===== src/tfsa_regs.svh =====
// Register map, field positions and timing constants for the slot access block
`ifndef TFSA_REGS_SVH
`define TFSA_REGS_SVH
`define TFSA_OFF_IFCTRL 8'h00
`define TFSA_OFF_SPS10 8'h04
`define TFSA_OFF_SPS11 8'h08
`define TFSA_OFF_SPS20 8'h0C
`define TFSA_OFF_SPS21 8'h10
`define TFSA_OFF_PCR1 8'h14
`define TFSA_OFF_PCR2 8'h18
`define TFSA_OFF_DAT10 8'h1C
`define TFSA_OFF_DAT11 8'h20
`define TFSA_OFF_DAT20 8'h24
`define TFSA_OFF_DAT21 8'h28
`define TFSA_OFF_STATUS 8'h2C
`define TFSA_IFC_DIS 0
`define TFSA_IFC_ABD 1
`define TFSA_SPS_PORT 7
`define TFSA_PCR_SWAP 0
`define TFSA_PCR_OEN0 1
`define TFSA_PCR_IEN0 2
`define TFSA_PCR_OEN1 3
`define TFSA_PCR_IEN1 4
`define TFSA_ST_VALID 0
`define TFSA_ST_LOST 1
`define TFSA_ST_FCNT_LSB 8
`define TFSA_RST_IFC 2'h0
`define TFSA_RST_SPS 8'h00
`define TFSA_RST_PCR 5'h00
`define TFSA_RST_DATA 8'hFF
`define TFSA_HSIZE_WORD 3'h2
`define TFSA_HRESP_OKAY 1'b0
`define TFSA_BIT_LAST 7'h5F
`define TFSA_POS_LAST 3'h7
`define TFSA_MSB_POS 3'h7
`define TFSA_CI0_SLOT 4'h3
`define TFSA_CI1_SLOT 4'h7
`define TFSA_CI_POS_FIRST 3'h2
`define TFSA_CI_POS_LAST 3'h5
`define TFSA_FRAME_NS 125000
`define TFSA_CLK_NS 8
`endif


===== src/tfsa_pkg.sv =====
// Types shared by the slot access block
package tfsa_pkg;
  typedef logic [31:0] tfsa_word_type;
  typedef logic [1:0] tfsa_htrans_type;
  typedef logic [2:0] tfsa_hsize_type;
  typedef struct packed {
    logic fs_s1;
    logic fs_s2;
    logic fs_d;
    logic dcl_s1;
    logic dcl_s2;
    logic dcl_d;
    logic up_s1;
    logic up_s2;
    logic dn_s1;
    logic dn_s2;
    logic rst_d;
    logic fs_pend;
    logic frame_valid;
    logic half;
    logic bit_rate_clock;
    logic [6:0] bit_cnt;
    logic [7:0] rx_up;
    logic [7:0] rx_dn;
    logic up_o;
    logic up_oe;
    logic dn_o;
    logic dn_oe;
    logic [1:0] ifc;
    logic [3:0][7:0] sps;
    logic [1:0][4:0] pcr;
    logic [3:0][7:0] data;
    logic [15:0] fcnt;
    logic [7:0] frames;
    logic ad_valid;
    logic ad_write;
    logic [7:0] ad_addr;
    logic hreadyout;
    logic [31:0] hrdata;
  } tfsa_state_type;
endpackage


===== src/tfsa_frame_slot_access.sv =====
// Frame interface timing and four controller slot-access registers
`timescale 1ns/1ps
`include "tfsa_regs.svh"
module tfsa_frame_slot_access
#(
  parameter int FRAME_CYCLES = `TFSA_FRAME_NS / `TFSA_CLK_NS
)
(
  input wire logic CORE_CLK_I,
  input wire logic RESETN_I,
  input wire logic HSEL_I,
  input wire tfsa_pkg::tfsa_word_type HADDR_I,
  input wire tfsa_pkg::tfsa_htrans_type HTRANS_I,
  input wire logic HWRITE_I,
  input wire tfsa_pkg::tfsa_hsize_type HSIZE_I,
  input wire tfsa_pkg::tfsa_word_type HWDATA_I,
  input wire logic HREADY_I,
  output tfsa_pkg::tfsa_word_type HRDATA_O,
  output logic HREADYOUT_O,
  output logic HRESP_O,
  input wire logic FRAME_SYNC_I,
  input wire logic DOUBLE_RATE_CLOCK_I,
  output logic BIT_RATE_CLOCK_O,
  input wire logic UPSTREAM_LINE_I,
  output logic UPSTREAM_LINE_O,
  output logic UPSTREAM_LINE_OE_O,
  input wire logic DOWNSTREAM_LINE_I,
  output logic DOWNSTREAM_LINE_O,
  output logic DOWNSTREAM_LINE_OE_O
);
  import tfsa_pkg::*;

  localparam logic [15:0] LOST_LIMIT = 16'(2 * FRAME_CYCLES);

  tfsa_state_type s;
  tfsa_state_type next_s;
  logic fs_rise;
  logic dcl_rise;
  logic dcl_fall;
  logic take;
  logic cap_now;
  logic [7:0] up_byte;
  logic [7:0] dn_byte;
  logic [3:0] cap_hit;
  logic [3:0] bus_dat_wr;

  // Enable bit of member y, input or output side
  function automatic logic en_bit(input logic [4:0] pcr, input logic y,
                                  input logic inp);
    logic r;
    if (inp)
    begin
      r = y ? pcr[`TFSA_PCR_IEN1] : pcr[`TFSA_PCR_IEN0];
    end
    else
    begin
      r = y ? pcr[`TFSA_PCR_OEN1] : pcr[`TFSA_PCR_OEN0];
    end
    return r;
  endfunction

  // Register whose selection steers the input of register k
  function automatic logic [1:0] src_idx(input logic [1:0] k,
                                         input logic swap);
    return swap ? {k[1], ~k[0]} : k;
  endfunction

  // Bits go out most significant first
  function automatic logic pick_bit(input logic [7:0] b,
                                    input logic [2:0] pos);
    return b[`TFSA_MSB_POS - pos];
  endfunction

  // Drive value and enable of one line for a bit position
  function automatic logic [1:0] drive_line(input logic up,
                                            input logic [6:0] bitc,
                                            input tfsa_state_type st);
    logic oe;
    logic v;
    oe = 1'b0;
    v = 1'b1;
    for (int k = 0; k < 4; k++)
    begin
      // Output slot and line never depend on swap
      if (en_bit(st.pcr[k >> 1], 1'(k), 1'b0) &&
          st.sps[k][3:0] == bitc[6:3] &&
          st.sps[k][`TFSA_SPS_PORT] == up)
      begin
        oe = 1'b1;
        v = pick_bit(st.data[k], bitc[2:0]);
      end
    end
    return {oe, v};
  endfunction

  function automatic logic ci_pos(input logic [2:0] pos);
    return pos >= `TFSA_CI_POS_FIRST && pos <= `TFSA_CI_POS_LAST;
  endfunction

  function automatic tfsa_word_type rd_word(input logic [7:0] a,
                                            input tfsa_state_type st);
    tfsa_word_type w;
    w = '0;
    if (a == `TFSA_OFF_IFCTRL)
    begin
      w[1:0] = st.ifc;
    end
    else if (a == `TFSA_OFF_SPS10)
    begin
      w[7:0] = st.sps[0];
    end
    else if (a == `TFSA_OFF_SPS11)
    begin
      w[7:0] = st.sps[1];
    end
    else if (a == `TFSA_OFF_SPS20)
    begin
      w[7:0] = st.sps[2];
    end
    else if (a == `TFSA_OFF_SPS21)
    begin
      w[7:0] = st.sps[3];
    end
    else if (a == `TFSA_OFF_PCR1)
    begin
      w[4:0] = st.pcr[0];
    end
    else if (a == `TFSA_OFF_PCR2)
    begin
      w[4:0] = st.pcr[1];
    end
    else if (a == `TFSA_OFF_DAT10)
    begin
      w[7:0] = st.data[0];
    end
    else if (a == `TFSA_OFF_DAT11)
    begin
      w[7:0] = st.data[1];
    end
    else if (a == `TFSA_OFF_DAT20)
    begin
      w[7:0] = st.data[2];
    end
    else if (a == `TFSA_OFF_DAT21)
    begin
      w[7:0] = st.data[3];
    end
    else if (a == `TFSA_OFF_STATUS)
    begin
      w[`TFSA_ST_VALID] = st.frame_valid;
      w[`TFSA_ST_LOST] = st.fcnt == LOST_LIMIT;
      w[`TFSA_ST_FCNT_LSB +: 8] = st.frames;
    end
    return w;
  endfunction

  assign fs_rise = s.fs_s2 & ~s.fs_d;
  assign dcl_rise = s.dcl_s2 & ~s.dcl_d;
  assign dcl_fall = ~s.dcl_s2 & s.dcl_d;
  assign take = HSEL_I && HTRANS_I[1] && HREADY_I &&
                HSIZE_I == `TFSA_HSIZE_WORD;
  // Capture on the falling edge closing the second half of a bit
  assign cap_now = dcl_fall && s.half && s.frame_valid && RESETN_I &&
                   !s.ifc[`TFSA_IFC_DIS] && s.bit_cnt[2:0] == `TFSA_POS_LAST;
  assign up_byte = {s.rx_up[6:0], s.up_s2};
  assign dn_byte = {s.rx_dn[6:0], s.dn_s2};

  genvar g;
  generate
    for (g = 0; g < 4; g++)
    begin : gen_cap
      logic [1:0] j;
      assign j = src_idx(2'(g), s.pcr[g >> 1][`TFSA_PCR_SWAP]);
      assign cap_hit[g] = cap_now &&
                          en_bit(s.pcr[g >> 1], 1'(g), 1'b1) &&
                          s.sps[j][3:0] == s.bit_cnt[6:3];
      assign bus_dat_wr[g] = s.ad_valid && s.ad_write && RESETN_I &&
                             s.ad_addr == 8'(`TFSA_OFF_DAT10 + 4 * g);
    end
  endgenerate

  always_comb
  begin
    next_s = s;
    next_s.fs_s1 = FRAME_SYNC_I;
    next_s.fs_s2 = s.fs_s1;
    next_s.fs_d = s.fs_s2;
    next_s.dcl_s1 = DOUBLE_RATE_CLOCK_I;
    next_s.dcl_s2 = s.dcl_s1;
    next_s.dcl_d = s.dcl_s2;
    next_s.up_s1 = UPSTREAM_LINE_I;
    next_s.up_s2 = s.up_s1;
    next_s.dn_s1 = DOWNSTREAM_LINE_I;
    next_s.dn_s2 = s.dn_s1;
    next_s.rst_d = ~RESETN_I;
    // Frame timing runs whether or not reset is held
    if (fs_rise)
    begin
      next_s.fs_pend = 1'b1;
      next_s.frames = s.frames + 8'h01;
    end
    if (dcl_rise)
    begin
      if (fs_rise || s.fs_pend)
      begin
        next_s.bit_cnt = '0;
        next_s.half = 1'b0;
        next_s.fs_pend = 1'b0;
        next_s.frame_valid = 1'b1;
      end
      else if (s.half)
      begin
        next_s.half = 1'b0;
        next_s.bit_cnt = (s.bit_cnt == `TFSA_BIT_LAST) ? '0 :
                         s.bit_cnt + 7'h01;
      end
      else
      begin
        next_s.half = 1'b1;
      end
      next_s.bit_rate_clock = ~next_s.half;
    end
    if (fs_rise)
    begin
      next_s.fcnt = '0;
    end
    else if (s.fcnt != LOST_LIMIT)
    begin
      next_s.fcnt = s.fcnt + 16'h0001;
    end
    if (dcl_fall && s.half)
    begin
      next_s.rx_up = up_byte;
      next_s.rx_dn = dn_byte;
    end
    // Hazard: a bus write and a capture in one cycle, capture wins
    for (int k = 0; k < 4; k++)
    begin
      if (bus_dat_wr[k])
      begin
        next_s.data[k] = HWDATA_I[7:0];
      end
      if (cap_hit[k])
      begin
        // Input line is the one opposite the selected output line
        next_s.data[k] = s.sps[src_idx(2'(k),
          s.pcr[k >> 1][`TFSA_PCR_SWAP])][`TFSA_SPS_PORT] ?
          dn_byte : up_byte;
      end
    end
    // Reads wait one cycle so the data phase shows registered data
    if (s.ad_valid && !s.ad_write && !s.hreadyout)
    begin
      next_s.hrdata = rd_word(s.ad_addr, s);
      next_s.hreadyout = 1'b1;
      next_s.ad_valid = 1'b0;
    end
    else
    begin
      if (s.ad_valid && s.ad_write)
      begin
        if (s.ad_addr == `TFSA_OFF_IFCTRL)
        begin
          next_s.ifc = HWDATA_I[1:0];
        end
        else if (s.ad_addr == `TFSA_OFF_SPS10)
        begin
          next_s.sps[0] = HWDATA_I[7:0];
        end
        else if (s.ad_addr == `TFSA_OFF_SPS11)
        begin
          next_s.sps[1] = HWDATA_I[7:0];
        end
        else if (s.ad_addr == `TFSA_OFF_SPS20)
        begin
          next_s.sps[2] = HWDATA_I[7:0];
        end
        else if (s.ad_addr == `TFSA_OFF_SPS21)
        begin
          next_s.sps[3] = HWDATA_I[7:0];
        end
        else if (s.ad_addr == `TFSA_OFF_PCR1)
        begin
          next_s.pcr[0] = HWDATA_I[4:0];
        end
        else if (s.ad_addr == `TFSA_OFF_PCR2)
        begin
          next_s.pcr[1] = HWDATA_I[4:0];
        end
      end
      next_s.ad_valid = take;
      next_s.ad_write = HWRITE_I;
      next_s.ad_addr = HADDR_I[7:0];
      next_s.hreadyout = !(take && !HWRITE_I);
    end
    if (!RESETN_I)
    begin
      next_s.ifc = `TFSA_RST_IFC;
      next_s.sps = {4{`TFSA_RST_SPS}};
      next_s.pcr = {2{`TFSA_RST_PCR}};
      next_s.data = {4{`TFSA_RST_DATA}};
      next_s.ad_valid = 1'b0;
      next_s.ad_write = 1'b0;
      next_s.ad_addr = '0;
      next_s.hreadyout = 1'b1;
      next_s.hrdata = '0;
      next_s.fcnt = '0;
      next_s.frames = '0;
      // Timing is cleared only in the first reset cycle, then keeps running
      if (s.rst_d)
      begin
        next_s.rst_d = 1'b1;
      end
      else
      begin
        next_s.bit_cnt = '0;
        next_s.half = 1'b0;
        // A sync that meets the reset must not cost a frame
        next_s.fs_pend = 1'b0;
        if (fs_rise)
        begin
          next_s.fs_pend = 1'b1;
        end
        next_s.frame_valid = 1'b0;
        next_s.bit_rate_clock = 1'b0;
        next_s.rx_up = '0;
        next_s.rx_dn = '0;
      end
    end
    // Launch on the rising edge that opens a bit
    if (dcl_rise && !next_s.half && next_s.frame_valid)
    begin
      if (!RESETN_I)
      begin
        next_s.up_oe = 1'b1;
        next_s.dn_oe = 1'b1;
        next_s.up_o = !(next_s.bit_cnt[6:3] == `TFSA_CI1_SLOT &&
                        ci_pos(next_s.bit_cnt[2:0]));
        next_s.dn_o = !(next_s.bit_cnt[6:3] == `TFSA_CI0_SLOT &&
                        ci_pos(next_s.bit_cnt[2:0]));
      end
      else
      begin
        {next_s.up_oe, next_s.up_o} = drive_line(1'b1, next_s.bit_cnt, s);
        {next_s.dn_oe, next_s.dn_o} = drive_line(1'b0, next_s.bit_cnt, s);
      end
    end
    if (!RESETN_I && !next_s.frame_valid)
    begin
      next_s.up_oe = 1'b1;
      next_s.dn_oe = 1'b1;
      next_s.up_o = 1'b1;
      next_s.dn_o = 1'b1;
    end
    else if (RESETN_I && (!next_s.frame_valid || s.ifc[`TFSA_IFC_DIS]))
    begin
      next_s.up_oe = 1'b0;
      next_s.dn_oe = 1'b0;
      next_s.up_o = 1'b1;
      next_s.dn_o = 1'b1;
    end
  end

  always_ff @(posedge CORE_CLK_I)
  begin
    s <= next_s;
  end

  assign HRDATA_O = s.hrdata;
  assign HREADYOUT_O = s.hreadyout;
  assign HRESP_O = `TFSA_HRESP_OKAY;
  assign BIT_RATE_CLOCK_O = s.bit_rate_clock;
  assign UPSTREAM_LINE_O = s.up_o;
  assign UPSTREAM_LINE_OE_O = s.up_oe;
  assign DOWNSTREAM_LINE_O = s.dn_o;
  assign DOWNSTREAM_LINE_OE_O = s.dn_oe;

  chk_frame_start: assert property (@(posedge CORE_CLK_I)
    disable iff (!RESETN_I) dcl_rise && (fs_rise || s.fs_pend) |=>
    s.bit_cnt == 7'h00 && !s.half && s.frame_valid)
    else $error("frame did not restart on frame sync");

  chk_bit_clock: assert property (@(posedge CORE_CLK_I)
    disable iff (!RESETN_I) dcl_rise && s.bit_rate_clock && !fs_rise && !s.fs_pend
    |=> !s.bit_rate_clock)
    else $error("bit clock high for more than one data clock");

  chk_launch_edge: assert property (@(posedge CORE_CLK_I)
    disable iff (!RESETN_I) s.frame_valid && !s.ifc[`TFSA_IFC_DIS] &&
    $past(RESETN_I) && $changed(s.dn_o) |-> $past(dcl_rise))
    else $error("downstream data changed away from a rising edge");

  chk_capture_edge: assert property (@(posedge CORE_CLK_I)
    disable iff (!RESETN_I) $changed(s.rx_up) |-> $past(dcl_fall) &&
    $past(s.half))
    else $error("upstream sampled away from a closing falling edge");

  chk_slot_range: assert property (@(posedge CORE_CLK_I)
    disable iff (!RESETN_I) s.bit_cnt <= `TFSA_BIT_LAST)
    else $error("bit counter beyond twelve slots");

  chk_if_disable: assert property (@(posedge CORE_CLK_I)
    disable iff (!RESETN_I) s.ifc[`TFSA_IFC_DIS] ##1 RESETN_I |->
    !s.up_oe && !s.dn_oe)
    else $error("line driven while interface disabled");

  chk_input_hold: assert property (@(posedge CORE_CLK_I)
    disable iff (!RESETN_I) $changed(s.data[0]) |->
    $past(cap_hit[0]) || $past(bus_dat_wr[0]))
    else $error("slot register changed without capture or write");

  chk_capture_value: assert property (@(posedge CORE_CLK_I)
    disable iff (!RESETN_I) cap_hit[1] && !s.pcr[0][`TFSA_PCR_SWAP] &&
    !s.sps[1][`TFSA_SPS_PORT] |=> s.data[1] == $past(up_byte))
    else $error("captured byte not stored");

  chk_swap_source: assert property (@(posedge CORE_CLK_I)
    disable iff (!RESETN_I) cap_now && s.pcr[1][`TFSA_PCR_SWAP] &&
    en_bit(s.pcr[1], 1'b0, 1'b1) && s.sps[3][3:0] == s.bit_cnt[6:3] |->
    cap_hit[2])
    else $error("swapped input did not follow partner selection");

  chk_read_wait: assert property (@(posedge CORE_CLK_I)
    disable iff (!RESETN_I) !s.hreadyout |=> s.hreadyout)
    else $error("read wait longer than one cycle");
endmodule


===== config.mk =====
export PLATFORM = sky130hd
export DESIGN_NAME = tfsa_frame_slot_access
export DESIGN_NICKNAME = d
export VERILOG_FILES = /design/src/tfsa_pkg.sv /design/src/tfsa_frame_slot_access.sv
export VERILOG_INCLUDE_DIRS = /design/src /design/src/src
export SDC_FILE = /design/constraint.sdc
export NUM_CORES = 1
export LEC_CHECK = 0
export ABC_AREA = 1
export BUFFER_PORTS_ARGS = -buffer_cell sky130_fd_sc_hd__buf_2
export CORE_MARGIN = 3
export CORE_UTILIZATION = 63
export DETAILED_ROUTE_END_ITERATION = 7
export HOLD_SLACK_MARGIN = 0.15
export PLACE_DENSITY_LB_ADDON = 0.25
export SYNTH_ARGS = -nofsm -noshare
export SYNTH_HDL_FRONTEND = slang
export SYNTH_SLANG_ARGS = --single-unit

===== constraint.sdc =====
create_clock -name CORE_CLK_I -period 4 [get_ports CORE_CLK_I]
set_input_delay 0.4 -clock CORE_CLK_I [delete_from_list [all_inputs] [get_ports CORE_CLK_I]]
set_output_delay 0.4 -clock CORE_CLK_I [all_outputs]
set_load 0.02 [all_outputs]

==> run metrics, run 1 <==
status finished, final reports clean; critical path class flop to flop; post-route ant nets 0; Overflow after GRT 0; commonest cells after routing, fill and taps aside nand2_1 (262), dfxtp_1 (167), o21ai_0 (156), inv_1 (144), nor2_1 (101); drt via density 5.79; Crit. End Element flop; DR pass1 iterations 5; initial core utilization 64.5%; reg2reg path depth 9; CP most frequent cell inv_2; max cap viols 0; endpoints failing hold 0; CP delay by family, top simple AND/OR/NAND/NOR gates; pin count of the biggest net entering global routing 57; core box area 0.0139 mm2; FF-to-FF setup slack between 1 and 1.5 ns; Reg-to-Reg Start s[171]; reg2reg end s[96]; RSZ-0062 raised after global routing false; area grow syn2layout 7.81%; worst skew pair latency about 0.44 ns; hpwl dp 18.5 mm; # H-tree levels 4; final RePlAce weighted congestion 1.02; sequential power share a little under half; number of global-route vias before repair 7603; relative slew slack about a third; die width 125 um; internal power 0.00272 W; Power Density 379 mW/mm2; first-pass GRT wire length 39.7 mm; most common cell after layout, fill and taps aside nand2_1; combinational family with the most area after synthesis simple AND/OR/NAND/NOR gates; Syn Inst Count 1296; Synth area leaders dfxtp_1 (37%), nand2_1 (11%), o21ai_0 (8.7%); Antenna Cells 0; Fin Hold WS around 0.16 ns; Final Worst Setup Slack around 1.2 ns; pre-CTS setup slack 1.04 ns; final WL 24.9 mm; fin crit share 70.7%; Critical Path Start s[171]; FP Rows 43; critical path depth 9; #FFs+latches synth 167; Critical Path Start Type flop; part of the Yosys area used for sequential elements ~37%; mux cell area share after synthesis 0%; post-synthesis simple-gate area fraction 25.9%; starting DRC count in detailed routing 838; drt drc 0; xor/xnor share of the synthesized area 1.75%; Placed Instances 1471; Avg Synthesized Cell Area ~6.9 um2; Clock Path Buffers 2; Pleak 4.12 nW; HP Class primary input to flop; fin nets 1397; fmax 354 MHz; initial antenna violation count 0; CTS resizes 0; clk sink count 167; crit path time final ~2.8 ns; Worst Path Buf+Inv 3; CTS clk-pin slew, worst paths 0.06 ns; clk root buf clkbuf_16; Worst IR Drop VDD approximately 0.0003 V; Die H 125 um; crit-path cells inv_2 > nor3_4 > inv_2 > nor4_4 > inv_2 > nor2_2 > nand4_2 > o21ai_1 > o211ai_1; CTS tree built; Critical Path RT 4.27 ns; critical path fanouts, max 18; crit-path max cell delay 0.60 ns; layout cells sized above 1 about 10%; gr usage total 31.4%; vias ~8700; Sw Share 25.8%; Setup Skew roughly 0.012 ns; Hold Buf Count CTS 4; number of CTS-inserted buffers 17; setup violators final 0; NetSw 0.000947 W; clock network fraction of total power between 40% and 50%; number of distinct library cells after synthesis 52; Synth Area in Adders 0.696%; slowest cell on the critical path nor3_4; hold depth 3; Mapped Area 0.00899 mm2; Finished Core Util 69.5%; final std cells w/o fill around 1500; Synth warnings 0; Yosys top cell by area dfxtp_1; Max Slew Vio Count 0; die area 0.0157 mm2; # Post-CTS Setup Buffers 0; share of the synthesized area in the top cell type 37.2%; I/O Pins 117; aggregate negative setup slack 0 ns; Compound-Gate Fraction of Synth Area 22.6%; power share of the combinational group 8.5%; WL/cell 16.5 um; Worst Max-Slew Pin Slew 0.976 ns; Worst Path Arrival 3.10 ns; PortBufs 50; CP endpoint s[96]
[power groups by stage]
| stage | registers (W) | logic [W] | clock network [W] |
|---|---|---|---|
| global placement | 0.00178 | 0.000295 | 0 |
| detailed placement | 0.00178 | 0.000301 | 0 |
| global route | 0.00175 | 0.000345 | 0.00170 |
| floorplan | 0.00178 | 0.000230 | 0 |
| finish | 0.00175 | 0.000310 | 0.00161 |
| CTS | 0.00174 | 0.000306 | 0.00163 |
[flip-flops by register name, summed over array words and instances (netlist names)]
register              flops
s                       131
HRDATA_O                 16
dn_byte                   8
next_s                    6
BIT_RATE_CLOCK_O          1
DOWNSTREAM_LINE_O         1
DOWNSTREAM_LINE_OE_O      1
HREADYOUT_O               1
UPSTREAM_LINE_O           1
UPSTREAM_LINE_OE_O        1
[how the worst min path moves through the flow]
stage | endpoint | startpoint
floorplan | dn_byte[0] | next_s[175]
global placement | dn_byte[0] | next_s[175]
detailed placement | s[177] | next_s[177]
CTS | HREADYOUT_O | HWRITE_I
global route | HREADYOUT_O | HWRITE_I
finish | HREADYOUT_O | HWRITE_I
[layer usage]
layer / track usage (%) / wire length [um]
met3: 8.03 / 2400
met4: 9.50 / 580
met1: 44.8 / 11100
met5: 0 / 0
met2: 47.1 / 10800
[cells by family (layout without fill, tap and decap cells)]
group                      Yosys count  after routing
DFF                                167            167
AOI/OAI and AO/OA                  358            358
buffers and inverters              231            245
other                                1             17
xor gates and xnor gates            18             18
adders and majority gates            5              5
and+or+nand+nor                    516            516
[through the flow]
stage	total power, W	area [um2]
after CTS	0.00368	9690
after floorplan	0.00201	9050
after global placement	0.00207	9070
after global routing	0.00380	9690
after detailed placement	0.00208	9070
final	0.00367	9690
[tightest hold or removal path, cell delays in order]
cell	delay, ns
buf_2	0.07
inv_1	0.04
nand2_1	0.05
[final cells by class]
class | instances | area, um2
tap | 180 | 225
fill | 1256 | 4250
timing repair buffer | 56 | 305
inverter | 158 | 596
sequential | 167 | 3340
clock buffer | 18 | 429
clock inverter | 13 | 145
multi-input combinational | 914 | 4640
[Yosys cell counts, drive strengths merged]
cell / n
nor3: 25
nor4: 8
xor2: 16
o31ai: 2
o22ai: 7
conb: 1
o41ai: 1
o211ai: 32
nand2: 272
dfxtp: 167
a32o: 1
o21ai: 197
clkbuf: 23
ha: 5
o221ai: 2
clkinv: 3
inv: 155
a211oi: 27
nand3b: 4
o2111ai: 3
and2: 1
a2111oi: 1
nand3: 65
nor2: 116
buf: 50
nand4: 18
nor3b: 5
a31oi: 2
or2: 2
xnor2: 2
o32ai: 1
a21oi: 82
No activity file was read; power rests on OpenSTA's default activity.
==> run 2, diff against run 1 <==
--- a/config.mk
+++ b/config.mk
@@ -6,10 +6,10 @@
 export SDC_FILE = /design/constraint.sdc
 export NUM_CORES = 1
 export LEC_CHECK = 0
-export ABC_AREA = 1
+export ABC_AREA = 0
 export BUFFER_PORTS_ARGS = -buffer_cell sky130_fd_sc_hd__buf_2
 export CORE_MARGIN = 3
-export CORE_UTILIZATION = 63
+export CORE_UTILIZATION = 59
 export DETAILED_ROUTE_END_ITERATION = 7
 export HOLD_SLACK_MARGIN = 0.15
 export PLACE_DENSITY_LB_ADDON = 0.25
==> constraint.sdc (replaced) <==
create_clock -name CORE_CLK_I -period 2.9 [get_ports CORE_CLK_I]
set_input_delay 0.29 -clock CORE_CLK_I [delete_from_list [all_inputs] [get_ports CORE_CLK_I]]
set_output_delay 0.29 -clock CORE_CLK_I [all_outputs]
set_load 0.02 [all_outputs]
==> run metrics, run 2 <==
layout cells sized above 1 17.3% (+7.2 points); # H-tree levels 4 (unchanged); pin count of the biggest net entering global routing 54 (-5.3%); reg2reg end DOWNSTREAM_LINE_O; Post-synth EDFFs 0 (unchanged); Setup Skew 0.0105 ns (-0.00146 ns); Sw Share 25.6% (-0.27 points); power share of the combinational group 7.0% (-1.5 points); final WL 26.3 mm (+5.6%); relative slew slack 46.5% (+12 points); CTS clk-pin slew, worst paths 0.07 ns (about the same); area grow syn2layout 13.6%; number of CTS-inserted buffers 17 (unchanged); clock network fraction of total power 46.2% (+2.2 points); core box area 0.0153 mm2 (+9.5%); fmax 357 MHz (+0.95%); crit path time final 2.80 ns (-0.0267 ns); worst skew pair latency 0.44 ns (about the same); post-route ant nets 0 (unchanged); Syn Inst Count 1105 (-15%); WL/cell 18.9 um (+15%); commonest cells after routing, fill and taps aside nand2_1 (203), dfxtp_1 (166), mux2i_1 (78), nor2_1 (77), o21ai_0 (65); clk sink count 167 (unchanged); endpoints failing hold 0 (unchanged); starting DRC count in detailed routing 977 (+17%); Critical Path RT 3.25 ns (-1.02 ns); fin crit share 96.5% (+26 points); initial antenna violation count 0 (unchanged); Fin Hold WS 0.168 ns (+0.00458 ns); drt drc 0 (unchanged); Synth warnings 0 (unchanged); Max Slew Vio Count 0 (unchanged); Largest Register s; RSZ-0062 raised after global routing false; sequential power share 46.9% (-0.7 points); aggregate negative setup slack 0 ns (unchanged); most common cell after layout, fill and taps aside nand2_1; internal power 0.00377 W (+39%); Clock Path Buffers 2 (unchanged); drt via density 6.12 (+5.7%); top cells by count, synth nand2_1 (203), dfxtp_1 (167), nor2_1 (79), mux2i_1 (78), o21ai_0 (65); Synth area leaders dfxtp_1 (36%), mux2i_1 (8.5%), nand2_1 (8.3%); Critical Path Start Type flop; setup violators final 0 (unchanged); #FFs+latches synth 167 (unchanged); NetSw 0.00129 W (+37%); part of the Yosys area used for sequential elements 36.3% (-0.88 points); cell with the most instances after synthesis nand2_1; Yosys top cell by area dfxtp_1; HP Class primary input to flop; Overflow after GRT 0 (unchanged); hold depth 3 (unchanged); status finished, final reports clean; Reg-to-Reg Start s[167]; die width 131 um (+4.4%); ys async rst share 0% (unchanged); reg2reg path depth 9 (unchanged); clk root buf clkbuf_16; share of the synthesized area in the top cell type 36.3% (-0.88 points); gr usage total 30.9% (-0.59 points); Avg Synthesized Cell Area 8.33 um2 (+20%); final RePlAce weighted congestion 0.958 (-6.5%); PortBufs 50 (unchanged); Die H 131 um (+4.4%); DR pass1 iterations 6 (+1); Primary FF master, synth dfxtp_1; Power Density 484 mW/mm2 (+28%); Crit. End Element flop; I/O Pins 117 (unchanged); vias 8490 (-2.6%); hold wc startpoint HWDATA_I[6]; Mapped Area 0.00920 mm2 (+2.4%); Pleak 3.95 nW (-4.2%); Worst IR Drop VDD 0.000415 V (+39%); critical path fanouts, max 12 (-6); number of flip-flops in the largest register 131 (unchanged); hpwl dp 18.9 mm (+2.2%); first-pass GRT wire length 40.9 mm (+2.9%); Worst Path Arrival 3.15 ns (+0.05 ns); hold-critical path endpoint s[139]; fin nets 1247 (-11%); die area 0.0171 mm2 (+8.9%); FF-to-FF setup slack 0.10 ns (-1.07 ns); max cap viols 0 (unchanged); CTS tree built; Worst Max-Slew Pin Slew 0.799 ns (-0.177 ns); Antenna Cells 0 (unchanged); critical path class flop to flop; FP Rows 45 (+4.7%); Finished Core Util 68.5% (-1.0 points); number of distinct library cells after synthesis 82 (+58%); initial core utilization 60.3% (-4.2 points); number of global-route vias before repair 7762 (+2.1%)
==> run 2: cell count changes after synthesis, moves of 27 or more <==
cell | before | now
o21ai_1 | 40 | 0
nand2_1 | 262 | 203
mux2i_1 | 0 | 78
mux2_2 | 0 | 35
o21ai_0 | 156 | 65
inv_1 | 144 | 18
o211ai_1 | 32 | 5
==> run 2: critical path, cell delays in order (launching register included) <==
cell and delay (ns):
dfxtp_1 0.65, a31oi_1 0.21, and4_1 0.26, a31oi_1 0.33, inv_1 0.17, xnor2_1 0.23, nand4_1 0.22, nor3b_1 0.20
o211a_1 0.26, o31ai_2 0.17
==> run 2: final cells by class <==
class / instances / area, um2
multi-input cells: 843 / 5380
fillers: 1272 / 4810
flip-flops and latches: 167 / 3340
repair buffers: 116 / 783
clock buffers: 19 / 443
well taps: 211 / 264
clock inverters: 13 / 164
inverters: 19 / 72.6
==> run 2: cells by family after synthesis <==
group,count (synthesis),share of synthesized area [%]
compound gates,229,16.8
xor+xnor,40,3.81
fa+ha+maj,5,0.680
buf+inv,111,6.29
flops,167,36.3
mux,117,13.5
other cells,1,0.0407
simple gates,435,22.6
==> run 2: layer usage <==
layer / global-route usage (%) / vias to the layer above / share of wire (%)
li1: - / 4018 / -
met1: 40.3 / 3985 / 41
met2: 49.5 / 412 / 46
met3: 7.76 / 75 / 9.2
met4: 11.4 / 0 / 3.4
met5: 0 / - / 0
==> run 2: worst max path at each step <==
stage | startpoint | end | slack [ns] | cells after the start
floorplan | s[163] | DOWNSTREAM_LINE_O | 0.40 | 10
finish | s[167] | DOWNSTREAM_LINE_O | 0.10 | 9
detailed placement | s[164] | DOWNSTREAM_LINE_O | 0.18 | 10
CTS | s[164] | DOWNSTREAM_LINE_O | 0.14 | 10
global placement | s[164] | DOWNSTREAM_LINE_O | 0.21 | 10
global route | s[179] | DOWNSTREAM_LINE_O | 0.03 | 10
==> run 2: per-stage QoR <==
step / cells / worst slack (ns) / cell area (um2) / total power (W)
2_1_floorplan: 1121 / 0.399 / 9260 / 0.00265
3_3_place_gp: 1340 / 0.211 / 9650 / 0.00275
3_5_place_dp: 1340 / 0.180 / 9650 / 0.00275
4_1_cts: 1387 / 0.143 / 10400 / 0.00506
5_1_grt: 1388 / 0.0331 / 10500 / 0.00520
6_report: 1388 / 0.100 / 10500 / 0.00506
==> run 2: timing repair <==
item,4_1_cts,5_1_grt
endpoints found under the hold margin,15,0
gates resized for setup,0,6
setup endpoints to repair,0,1
setup buffers,0,1
hold buffers,15,0
==> run 2: power groups by stage <==
stage	Combinational (W)	Clock, W	Sequential [W]
3_3_place_gp	0.000323	0	0.00242
4_1_cts	0.000344	0.00235	0.00237
2_1_floorplan	0.000233	0	0.00241
3_5_place_dp	0.000327	0	0.00242
5_1_grt	0.000381	0.00244	0.00238
6_report	0.000352	0.00234	0.00237
